$ cat src/core/sgc_defs.vh
`ifndef SGC_DEFS_VH
`define SGC_DEFS_VH

`define SGC_ADDR_W          12
`define SGC_CTL_OFFSET      12'h404
`define SGC_DATA_W          32

`define SGC_BIT_FULL_RST    0
`define SGC_BIT_WARM_RST    1
`define SGC_BIT_HOLD        2
`define SGC_BIT_LOCK_WE     3
`define SGC_BIT_PWR_UL      4
`define SGC_BIT_LD_DIS      5
`define SGC_BIT_EE_SKIP     6
`define SGC_BIT_ORD_OVR     7

`define SGC_RST_BIT         1'h0
`define SGC_HOLD_RST        1'h0
`define SGC_RSVD_W          24
`define SGC_RSVD_VAL        24'h000000

`endif

$ cat src/core/sgc_write_gate.v
`timescale 1ns/10ps
`include "sgc_defs.vh"

// Write qualifier for lock-protected fields: a lock-protected bit only
// accepts a write while the unlock bit is set.
module sgc_write_gate (
    write_hit,
    lock_open,
    field_locked,
    write_ok
);
    input  wire write_hit;
    input  wire lock_open;
    input  wire field_locked;
    output wire write_ok;

    assign write_ok = write_hit & (lock_open | ~field_locked);
endmodule // sgc_write_gate

$ cat src/core/sgc_switch_control.v
// Contract
// - A written one on full_reset_trigger starts a full reset; reads zero.
// - A written one on warm_reset_trigger starts a hot reset; reads zero.
// - While reset_hold is set, all but the SMBus interface stays in reset.
// - In reset_hold the SMBus slave can still write and set up registers.
// - An EEPROM load error or the EEPROM contents set reset_hold.
// - Lock-protected fields update only while lockable_write_enable is set.
// - lockable_write_enable resets zero; a reset operation sets it.
// - power_budget_unlock set makes power budget values writable.
// - linkdown_warm_reset_disable blocks only the DL_Down hot reset cause.
// - warm_reset_eeprom_skip drops the EEPROM load step of a hot reset.
// - ordering_override forces strict order, ignoring relaxed ordering.
// - Sticky fields keep their value across a hot reset.
`timescale 1ns/10ps
`include "sgc_defs.vh"

module sgc_switch_control (
    clock,
    reset,
    warm_reset_active,
    reset_op_active,
    smbus_sel,
    reg_write,
    reg_read,
    reg_addr,
    reg_wdata,
    ee_init_error,
    ee_set_hold,
    upstream_dl_down,
    reg_rdata,
    full_reset_req,
    warm_reset_req,
    hold_core_reset,
    lock_protected_field_we,
    power_budget_value_we,
    linkdown_warm_reset_req,
    warm_reset_eeprom_skip,
    ordering_override
);
    input  wire                     clock;
    input  wire                     reset;
    input  wire                     warm_reset_active;
    input  wire                     reset_op_active;
    input  wire                     smbus_sel;
    input  wire                     reg_write;
    input  wire                     reg_read;
    input  wire [`SGC_ADDR_W-1:0]   reg_addr;
    input  wire [`SGC_DATA_W-1:0]   reg_wdata;
    input  wire                     ee_init_error;
    input  wire                     ee_set_hold;
    input  wire                     upstream_dl_down;
    output reg  [`SGC_DATA_W-1:0]   reg_rdata;
    output reg                      full_reset_req;
    output reg                      warm_reset_req;
    output reg                      hold_core_reset;
    output reg                      lock_protected_field_we;
    output reg                      power_budget_value_we;
    output reg                      linkdown_warm_reset_req;
    output reg                      warm_reset_eeprom_skip;
    output reg                      ordering_override;

    reg  reset_hold;
    reg  lockable_write_enable;
    reg  power_budget_unlock;
    reg  linkdown_warm_reset_disable;
    reg  warm_reset_eeprom_skip_bit;
    reg  ordering_override_bit;
    reg  dl_down_q;

    // Next values, settled combinationally and registered below
    reg  next_reset_hold;
    reg  next_lockable_write_enable;
    reg  next_power_budget_unlock;
    reg  next_linkdown_warm_reset_disable;
    reg  next_warm_reset_eeprom_skip_bit;
    reg  next_ordering_override_bit;
    reg  next_full_reset_req;
    reg  next_warm_reset_req;
    reg  next_linkdown_warm_reset_req;
    reg  [`SGC_DATA_W-1:0] next_reg_rdata;

    wire hit;
    wire wr_hit;
    wire pwr_ul_ok;
    wire [`SGC_DATA_W-1:0] read_word;
    wire [`SGC_DATA_W-1:0] w;

    // Register decode; only the one control word lives in this block
    function ctl_select;
        input [`SGC_ADDR_W-1:0] addr;
        begin
            ctl_select = (addr == `SGC_CTL_OFFSET);
        end
    endfunction

    // Shared by both trigger bits: a written zero never raises a request
    function trigger_pulse;
        input                   write_ok;
        input [`SGC_DATA_W-1:0] data;
        input integer           pos;
        begin
            trigger_pulse = write_ok & data[pos];
        end
    endfunction

    // Core writes are blocked while held; the SMBus path always gets through
    assign hit    = ctl_select(reg_addr);
    assign wr_hit = hit & reg_write & (~reset_hold | smbus_sel);
    assign w      = reg_wdata;

    sgc_write_gate u_pwr_gate (
        .write_hit    (wr_hit),
        .lock_open    (lockable_write_enable),
        .field_locked (1'b1),
        .write_ok     (pwr_ul_ok)
    );

    // Trigger bits read as zero; reserved bits too
    assign read_word = {`SGC_RSVD_VAL,
                        ordering_override_bit,
                        warm_reset_eeprom_skip_bit,
                        linkdown_warm_reset_disable,
                        power_budget_unlock,
                        lockable_write_enable,
                        reset_hold,
                        `SGC_RST_BIT,
                        `SGC_RST_BIT};

    // Loader events win over a same-cycle write of the hold bit
    always @* begin
        next_reset_hold = reset_hold;
        if (ee_init_error | ee_set_hold) begin
            next_reset_hold = 1'b1;
        end else if (wr_hit) begin
            next_reset_hold = w[`SGC_BIT_HOLD];
        end
    end

    // The reset sequence reopens the lock so the loader can fill fields
    always @* begin
        next_lockable_write_enable = lockable_write_enable;
        if (reset_op_active) begin
            next_lockable_write_enable = 1'b1;
        end else if (wr_hit) begin
            next_lockable_write_enable = w[`SGC_BIT_LOCK_WE];
        end
    end

    // An unlock in the same word does not open the gate yet
    always @* begin
        next_power_budget_unlock = power_budget_unlock;
        if (pwr_ul_ok) begin
            next_power_budget_unlock = w[`SGC_BIT_PWR_UL];
        end
    end

    always @* begin
        next_linkdown_warm_reset_disable = linkdown_warm_reset_disable;
        next_warm_reset_eeprom_skip_bit  = warm_reset_eeprom_skip_bit;
        next_ordering_override_bit       = ordering_override_bit;
        if (wr_hit) begin
            next_linkdown_warm_reset_disable = w[`SGC_BIT_LD_DIS];
            next_warm_reset_eeprom_skip_bit  = w[`SGC_BIT_EE_SKIP];
            next_ordering_override_bit       = w[`SGC_BIT_ORD_OVR];
        end
    end

    // Request pulses and read data
    always @* begin
        next_full_reset_req = trigger_pulse(wr_hit, w,
                                            `SGC_BIT_FULL_RST);
        next_warm_reset_req = trigger_pulse(wr_hit, w,
                                            `SGC_BIT_WARM_RST);
        if (reg_read & hit) begin
            next_reg_rdata = read_word;
        end else begin
            next_reg_rdata = {`SGC_DATA_W{1'b0}};
        end
        // Only the rising entry to DL_Down counts as a reset cause
        next_linkdown_warm_reset_req = upstream_dl_down & ~dl_down_q &
                                       ~linkdown_warm_reset_disable;
    end

    // Sticky fields ignore warm_reset_active; only the chip reset clears them
    always @(posedge clock) begin
        if (reset) begin
            reset_hold                  <= `SGC_HOLD_RST;
            lockable_write_enable       <= 1'b0;
            power_budget_unlock         <= 1'b0;
            linkdown_warm_reset_disable <= 1'b0;
            warm_reset_eeprom_skip_bit  <= 1'b0;
            ordering_override_bit       <= 1'b0;
        end else begin
            reset_hold                  <= next_reset_hold;
            lockable_write_enable       <= next_lockable_write_enable;
            power_budget_unlock         <= next_power_budget_unlock;
            linkdown_warm_reset_disable <= next_linkdown_warm_reset_disable;
            warm_reset_eeprom_skip_bit  <= next_warm_reset_eeprom_skip_bit;
            ordering_override_bit       <= next_ordering_override_bit;
        end
    end

    always @(posedge clock) begin
        if (reset) begin
            reg_rdata               <= {`SGC_DATA_W{1'b0}};
            full_reset_req          <= 1'b0;
            warm_reset_req          <= 1'b0;
            hold_core_reset         <= 1'b0;
            lock_protected_field_we <= 1'b0;
            power_budget_value_we   <= 1'b0;
            linkdown_warm_reset_req <= 1'b0;
            warm_reset_eeprom_skip  <= 1'b0;
            ordering_override       <= 1'b0;
            dl_down_q               <= 1'b0;
        end else begin
            reg_rdata               <= next_reg_rdata;
            full_reset_req          <= next_full_reset_req;
            warm_reset_req          <= next_warm_reset_req;
            hold_core_reset         <= reset_hold;
            lock_protected_field_we <= lockable_write_enable;
            power_budget_value_we   <= power_budget_unlock;
            dl_down_q               <= upstream_dl_down;
            linkdown_warm_reset_req <= next_linkdown_warm_reset_req;
            warm_reset_eeprom_skip  <= warm_reset_eeprom_skip_bit;
            ordering_override       <= ordering_override_bit;
        end
    end
endmodule // sgc_switch_control

$ cat config.mk
export PLATFORM = sky130hd
export DESIGN_NAME = sgc_switch_control
export DESIGN_NICKNAME = d
export VERILOG_FILES = /design/src/core/sgc_write_gate.v /design/src/core/sgc_switch_control.v
export VERILOG_INCLUDE_DIRS = /design/src /design/src/core
export SDC_FILE = /design/constraint.sdc
export NUM_CORES = 1
export LEC_CHECK = 0
export ABC_AREA = 1
export BUFFER_PORTS_ARGS = -buffer_cell sky130_fd_sc_hd__buf_4
export CELL_PAD_IN_SITES_DETAIL_PLACEMENT = 0
export CELL_PAD_IN_SITES_GLOBAL_PLACEMENT = 2
export CORE_UTILIZATION = 16
export CTS_CLUSTER_SIZE = 16
export DETAILED_ROUTE_END_ITERATION = 10
export PLACE_DENSITY_LB_ADDON = 0.1
export SLEW_MARGIN = 15
export SYNTH_ARGS = -nofsm -noshare
export SYNTH_HDL_FRONTEND = slang
export SYNTH_SLANG_ARGS = --single-unit
$ cat constraint.sdc
create_clock -name clock -period 1.5 [get_ports clock]
set_clock_uncertainty 0.15 [all_clocks]
set_input_delay 0.075 -clock clock [delete_from_list [all_inputs] [get_ports clock]]
set_output_delay 0.075 -clock clock [all_outputs]
set_load 0.005 [all_outputs]
==> Word-level counts from Yosys, hierarchy flattened <==
Index checks and enable logic that the tools add are counted.
{ "classes": {"reduce_logical": 3, "n_mux": 4, "bitwise_logic": 14, "eq_ne": 1} }
{ "op_table": {"columns": ["cell", "n"], "rows": [
  ["$eq A12 B11 Y1 const B", 1],
  ["$and A1 B1 Y1", 8],
  ["$mux W1", 4],
  ["$not A1 Y1", 4],
  ["$reduce_bool A2 Y1", 2],
  ["$or A1 B1 Y1", 2],
  ["$reduce_or A2 Y1", 1]
]} }
{ "totals": {"word_cells": 39, "regBits": 47, "inputBits": 54} }

==> Longest topological paths before layout <==
{ "logic_depth": {"ltp_word": 5, "depth_mapped": 9, "depth_no_buf": 9} }

==> Cells and area by module <==
A second synthesis with hierarchy kept.
{ "hier_totals": {"hier_cells": 118, "area_unflattened_um2": 948.4} }
{ "modules_own_cells": {"columns": ["module", "cells_each", "seq_area_each_um2", "instances", "area_each_um2"], "rows": [
  ["sgc_switch_control", 115, 420.4, 1, 932.1],
  ["sgc_write_gate", 3, 0.0, 1, 16.3]
]} }

==> Worst setup path before layout <==
OpenSTA, ideal clock, no wires.
{ "synth_path": {"kind": "register to register", "from": "register reset_hold", "to": "register linkdown_warm_reset_disable", "setup_slack_ps": 359, "path_buffers": 1, "setup_ps": 113, "path_stages_with_launch": 8, "arrival_time_ps": 879, "cell_sequence": "dfxtp_1 inv_2 nor2_1 nor2_2 nand3_2 buf_6 nor2_1 nor2_1"} }
{ "synth_between": {"elab_chain_len": 3} }
{ "synth_rtl": {"columns": ["item", "line", "text"], "rows": [
  ["from (decl)", "sgc_switch_control.v:62", "reg reset_hold;"],
  ["from (signal assigned)", "sgc_switch_control.v:187", "reset_hold <= `SGC_HOLD_RST;"],
  ["from (signal assigned)", "sgc_switch_control.v:194", "reset_hold <= next_reset_hold;"],
  ["$not A1 Y1", "sgc_switch_control.v:108", "assign wr_hit = hit & reg_write & (~reset_hold | smbus_sel);"],
  ["$or A1 B1 Y1", "sgc_switch_control.v:108", null],
  ["$and A1 B1 Y1", "sgc_switch_control.v:108", null],
  ["to (signal assigned)", "sgc_switch_control.v:197", "linkdown_warm_reset_disable <= next_linkdown_warm_reset_disable;"],
  ["to (decl)", "sgc_switch_control.v:65", "reg linkdown_warm_reset_disable;"]
]} }
No other way between the ends.
A chain may end at the register's enable or synchronous reset.

==> Final worst setup path <==
{ "layout_path": {"from": "input reset", "to": "register dl_down_q"} }
{ "layout_lines": {"columns": ["item", "line", "text"], "rows": [
  ["from (decl)", "sgc_switch_control.v:41", "input wire reset;"],
  ["to (signal assigned)", "sgc_switch_control.v:222", "dl_down_q <= upstream_dl_down;"],
  ["to (decl)", "sgc_switch_control.v:68", "reg dl_down_q;"]
]} }
No word-level cell between the ends.

==> impl_metrics.py <==
metrics = {
    "global_routing": {
        "first_global_vias": 784,
        "grt_max_degree": 14,
        "globalRouteTotalUtil": 0.07015,
        "grt.overflow.total": 0,
        "antenna_found_initial": 0,
        "grt_pass1_wl_um": 3456,
    },
    "synth": {
        "yosys.area_share.xor_xnor": 0,
        "synth_compound_area_frac": 0.005256,
        "synthAdderAreaFrac": 0,
        "syn_inst": 123,
        "netlist_area_um2": 952.2,
        "synth_seq_area_share": 0.4415,
        "synth.distinct_cells": 18,
        "syn_area_per_cell_um2": 7.741,
        "muxShareOfSynthArea": 0,
        "synth-simple-area-share": 0.2654,
        "synth_seq_cells": 21,
        "synth_top_family_by_area": "buffers and inverters",
        "yosys_warnings": 0,
    },
    "critical_path": {
        "crit_top_cell": "dlygate4sd3_1",
        "rr_worst_depth": 8,
        "crit_fanout": 13,
        "worstPathRequired_ns": 1.49,
        "cp_cell_sequence": "dlygate4sd3_1, buf_4, nor2_1, dlygate4sd3_1",
        "path_class": "input port to flop",
        "cp_data_arrival_time_ns": 1.40,
        "critical_path.max_stage_delay_ns": 0.54,
        "critPathTopFamily": "buffers and inverters",
        "path_depth": 4,
        "critPathLaunchType": "input port",
        "crit_path_end_kind": "flop",
        "slowest_stage": "dlygate4sd3_1",
        "critPathBufInv": 3,
    },
    "floorplanning": {
        "rows": 27,
        "die-area_mm2": 0.006263,
        "die_h_um": 79.14,
        "start_util": 0.1698,
        "pin_count": 94,
        "die_w_um": 79.14,
        "fp.coreArea_mm2": 0.005608,
    },
    "clock_tree": {
        "cts.clk_slew.worst_paths_ns": 0.07,
        "cts.repair.resized": 0,
        "clk_latency_ns": 0.25,
        "cts_root_buf": "clkbuf_8",
        "post_cts_buffers": 0,
        "clock_path_buffers": 2,
        "cts_buffers": 3,
        "cts_tree": "built",
        "htreeDepth": 1,
        "clock-sinks": 21,
    },
    "timing": {
        "finalHoldViolations": 0,
        "finalCritPeriodShare": 0.9371,
        "fin_setup_tns_ns": 0,
        "holdWs_ns": 0.04435,
        "maxSlewViolCount": 0,
        "rsz0062_at_grt": "no",
        "timing.fmax_ghz": 0.7114,
        "fin_crit_ns": 1.406,
        "setup_viol": 0,
    },
    "route": {
        "drcViolationCount": 0,
        "drtIter0Drc": 10,
        "dr.pass1.iters": 4,
        "vias_per_cell": 3.306,
        "finalWirelength_um": 2188,
        "via_count": 833,
        "ant_nets": 0,
        "post_drt_wl_per_cell_um": 8.683,
    },
    "final_layout": {
        "multiInputGateArea_um2": 355.3,
        "n_fill_cell": 652,
        "syn2layout_area_growth_pct": 49.67,
        "drive_gt1_frac": 0.3000,
        "final_cell_mix": "buf_4, conb_1, nor2_1, dfxtp_1, nand2_1",
        "antenna_cells": 0,
        "layout_commonest_cell": "buf_4",
        "final-seq-area_um2": 420.4,
        "nets": 235,
    },
    "power_and_ir_drop": {
        "leakagePower_nw": 0.7243,
        "ir_drop_mv": 0.2728,
        "powerDensity_mw_per_mm2": 757.7,
    },
    "run_status": {
        "status": "finished clean",
    },
    "placed_design": {
        "gp_congestion": 0.6284,
        "dp_hpwl_um": 1739,
        "io_buffers": 42,
    },
    "hold_path": {
        "min_path_cells": 5,
        "holdCritPathClass": "input port to flop",
    },
    "flow_run": {
        "maxCapViolCount": 0,
    },
}
==> synthesized netlist by cell type, drive strengths merged <==
library cell   n  area share
nand2         18       0.071
conb           1      0.0039
inv           16       0.063
buf           28        0.22
nand3          3       0.021
nand4          3       0.020
nor3           5       0.026
a21oi          1      0.0053
dfxtp         21        0.44
nor2          25        0.11
nor4           1      0.0066
or2            1      0.0066
==> metrics by stage <==
| stage | utilization | power, mW | cell area [um^2] | instances | setup slack [ns] |
|---|---|---|---|---|---|
| 5_1_grt | 0.2541 | 1.144 | 1425 | 252 | 0.04978 |
| 3_5_place_dp | 0.2227 | 0.7072 | 1249 | 235 | 0.1588 |
| 6_report | 0.2541 | 1.080 | 1425 | 252 | 0.09431 |
| 2_1_floorplan | - | 0.6818 | 1046 | 148 | 0.3586 |
| 3_3_place_gp | 0.2227 | 0.7063 | 1249 | 235 | 0.1751 |
| 4_1_cts | 0.2541 | 1.096 | 1425 | 252 | 0.09533 |
==> layer usage <==
metal / global-route usage / routed length [um]
met1: 0.07825 / 924
met2: 0.1284 / 1129
met3: 0.01494 / 115
met4: 0.02727 / 19
met5: 0 / 0
==> sequential cells by signal, summed over array words and instances (netlist names) <==
signal                       count
linkdown_warm_reset_req          1
ordering_override                1
reset_hold                       1
warm_reset_eeprom_skip_bit       1
reg_rdata                        6
lockable_write_enable            1
ordering_override_bit            1
linkdown_warm_reset_disable      1
warm_reset_req                   1
power_budget_value_we            1
hold_core_reset                  1
warm_reset_eeprom_skip           1
full_reset_req                   1
dl_down_q                        1
lock_protected_field_we          1
power_budget_unlock              1
==> what timing repair did <==
| action | in CTS | in global routing |
|---|---|---|
| hold endpoints to repair | 20 | 0 |
| setup endpoints to repair | 0 | 0 |
| hold buffers | 13 | 0 |
==> power by group <==
part	leakage (nW)	switching, mW	total, mW	internal [mW]
Combinational	0.528	0.0616	0.149	0.0876
Clock	0.0255	0.175	0.360	0.184
Sequential	0.171	0.00322	0.571	0.568
Total	0.724	0.240	1.08	0.840
==> final timing paths <==
kind | slack [ns] | start | endpoint
setup / recovery | 0.09 | reset | dl_down_q
setup reg to reg | 0.19 | reset_hold | reset_hold
hold reg to reg | 0.25 | dl_down_q | linkdown_warm_reset_req
hold / removal | 0.04 | reg_wdata[2] | reset_hold
==> cell type report <==
type / count / area share
Clock buffer: 3 / 0.02897
Clock inverter: 1 / 0.003512
Inverter: 16 / 0.04214
Multi-Input combinational cell: 83 / 0.2493
Sequential cell: 21 / 0.2950
Tap cell: 72 / 0.06321
Timing Repair Buffer: 56 / 0.3178
==> tightest hold or removal path, cell delays in order <==
cell	delay (ns)
buf_4	0.08
nand4_1	0.09
nand3_1	0.10
nand2_1	0.04
inv_1	0.04
==> kinds of logic after synthesis <==
family,after synthesis
and+or+nand+nor,56
buffers and inverters,44
DFF,21
AOI/OAI and AO/OA,1
other,1
No activity file was read; power rests on OpenSTA's default activity.
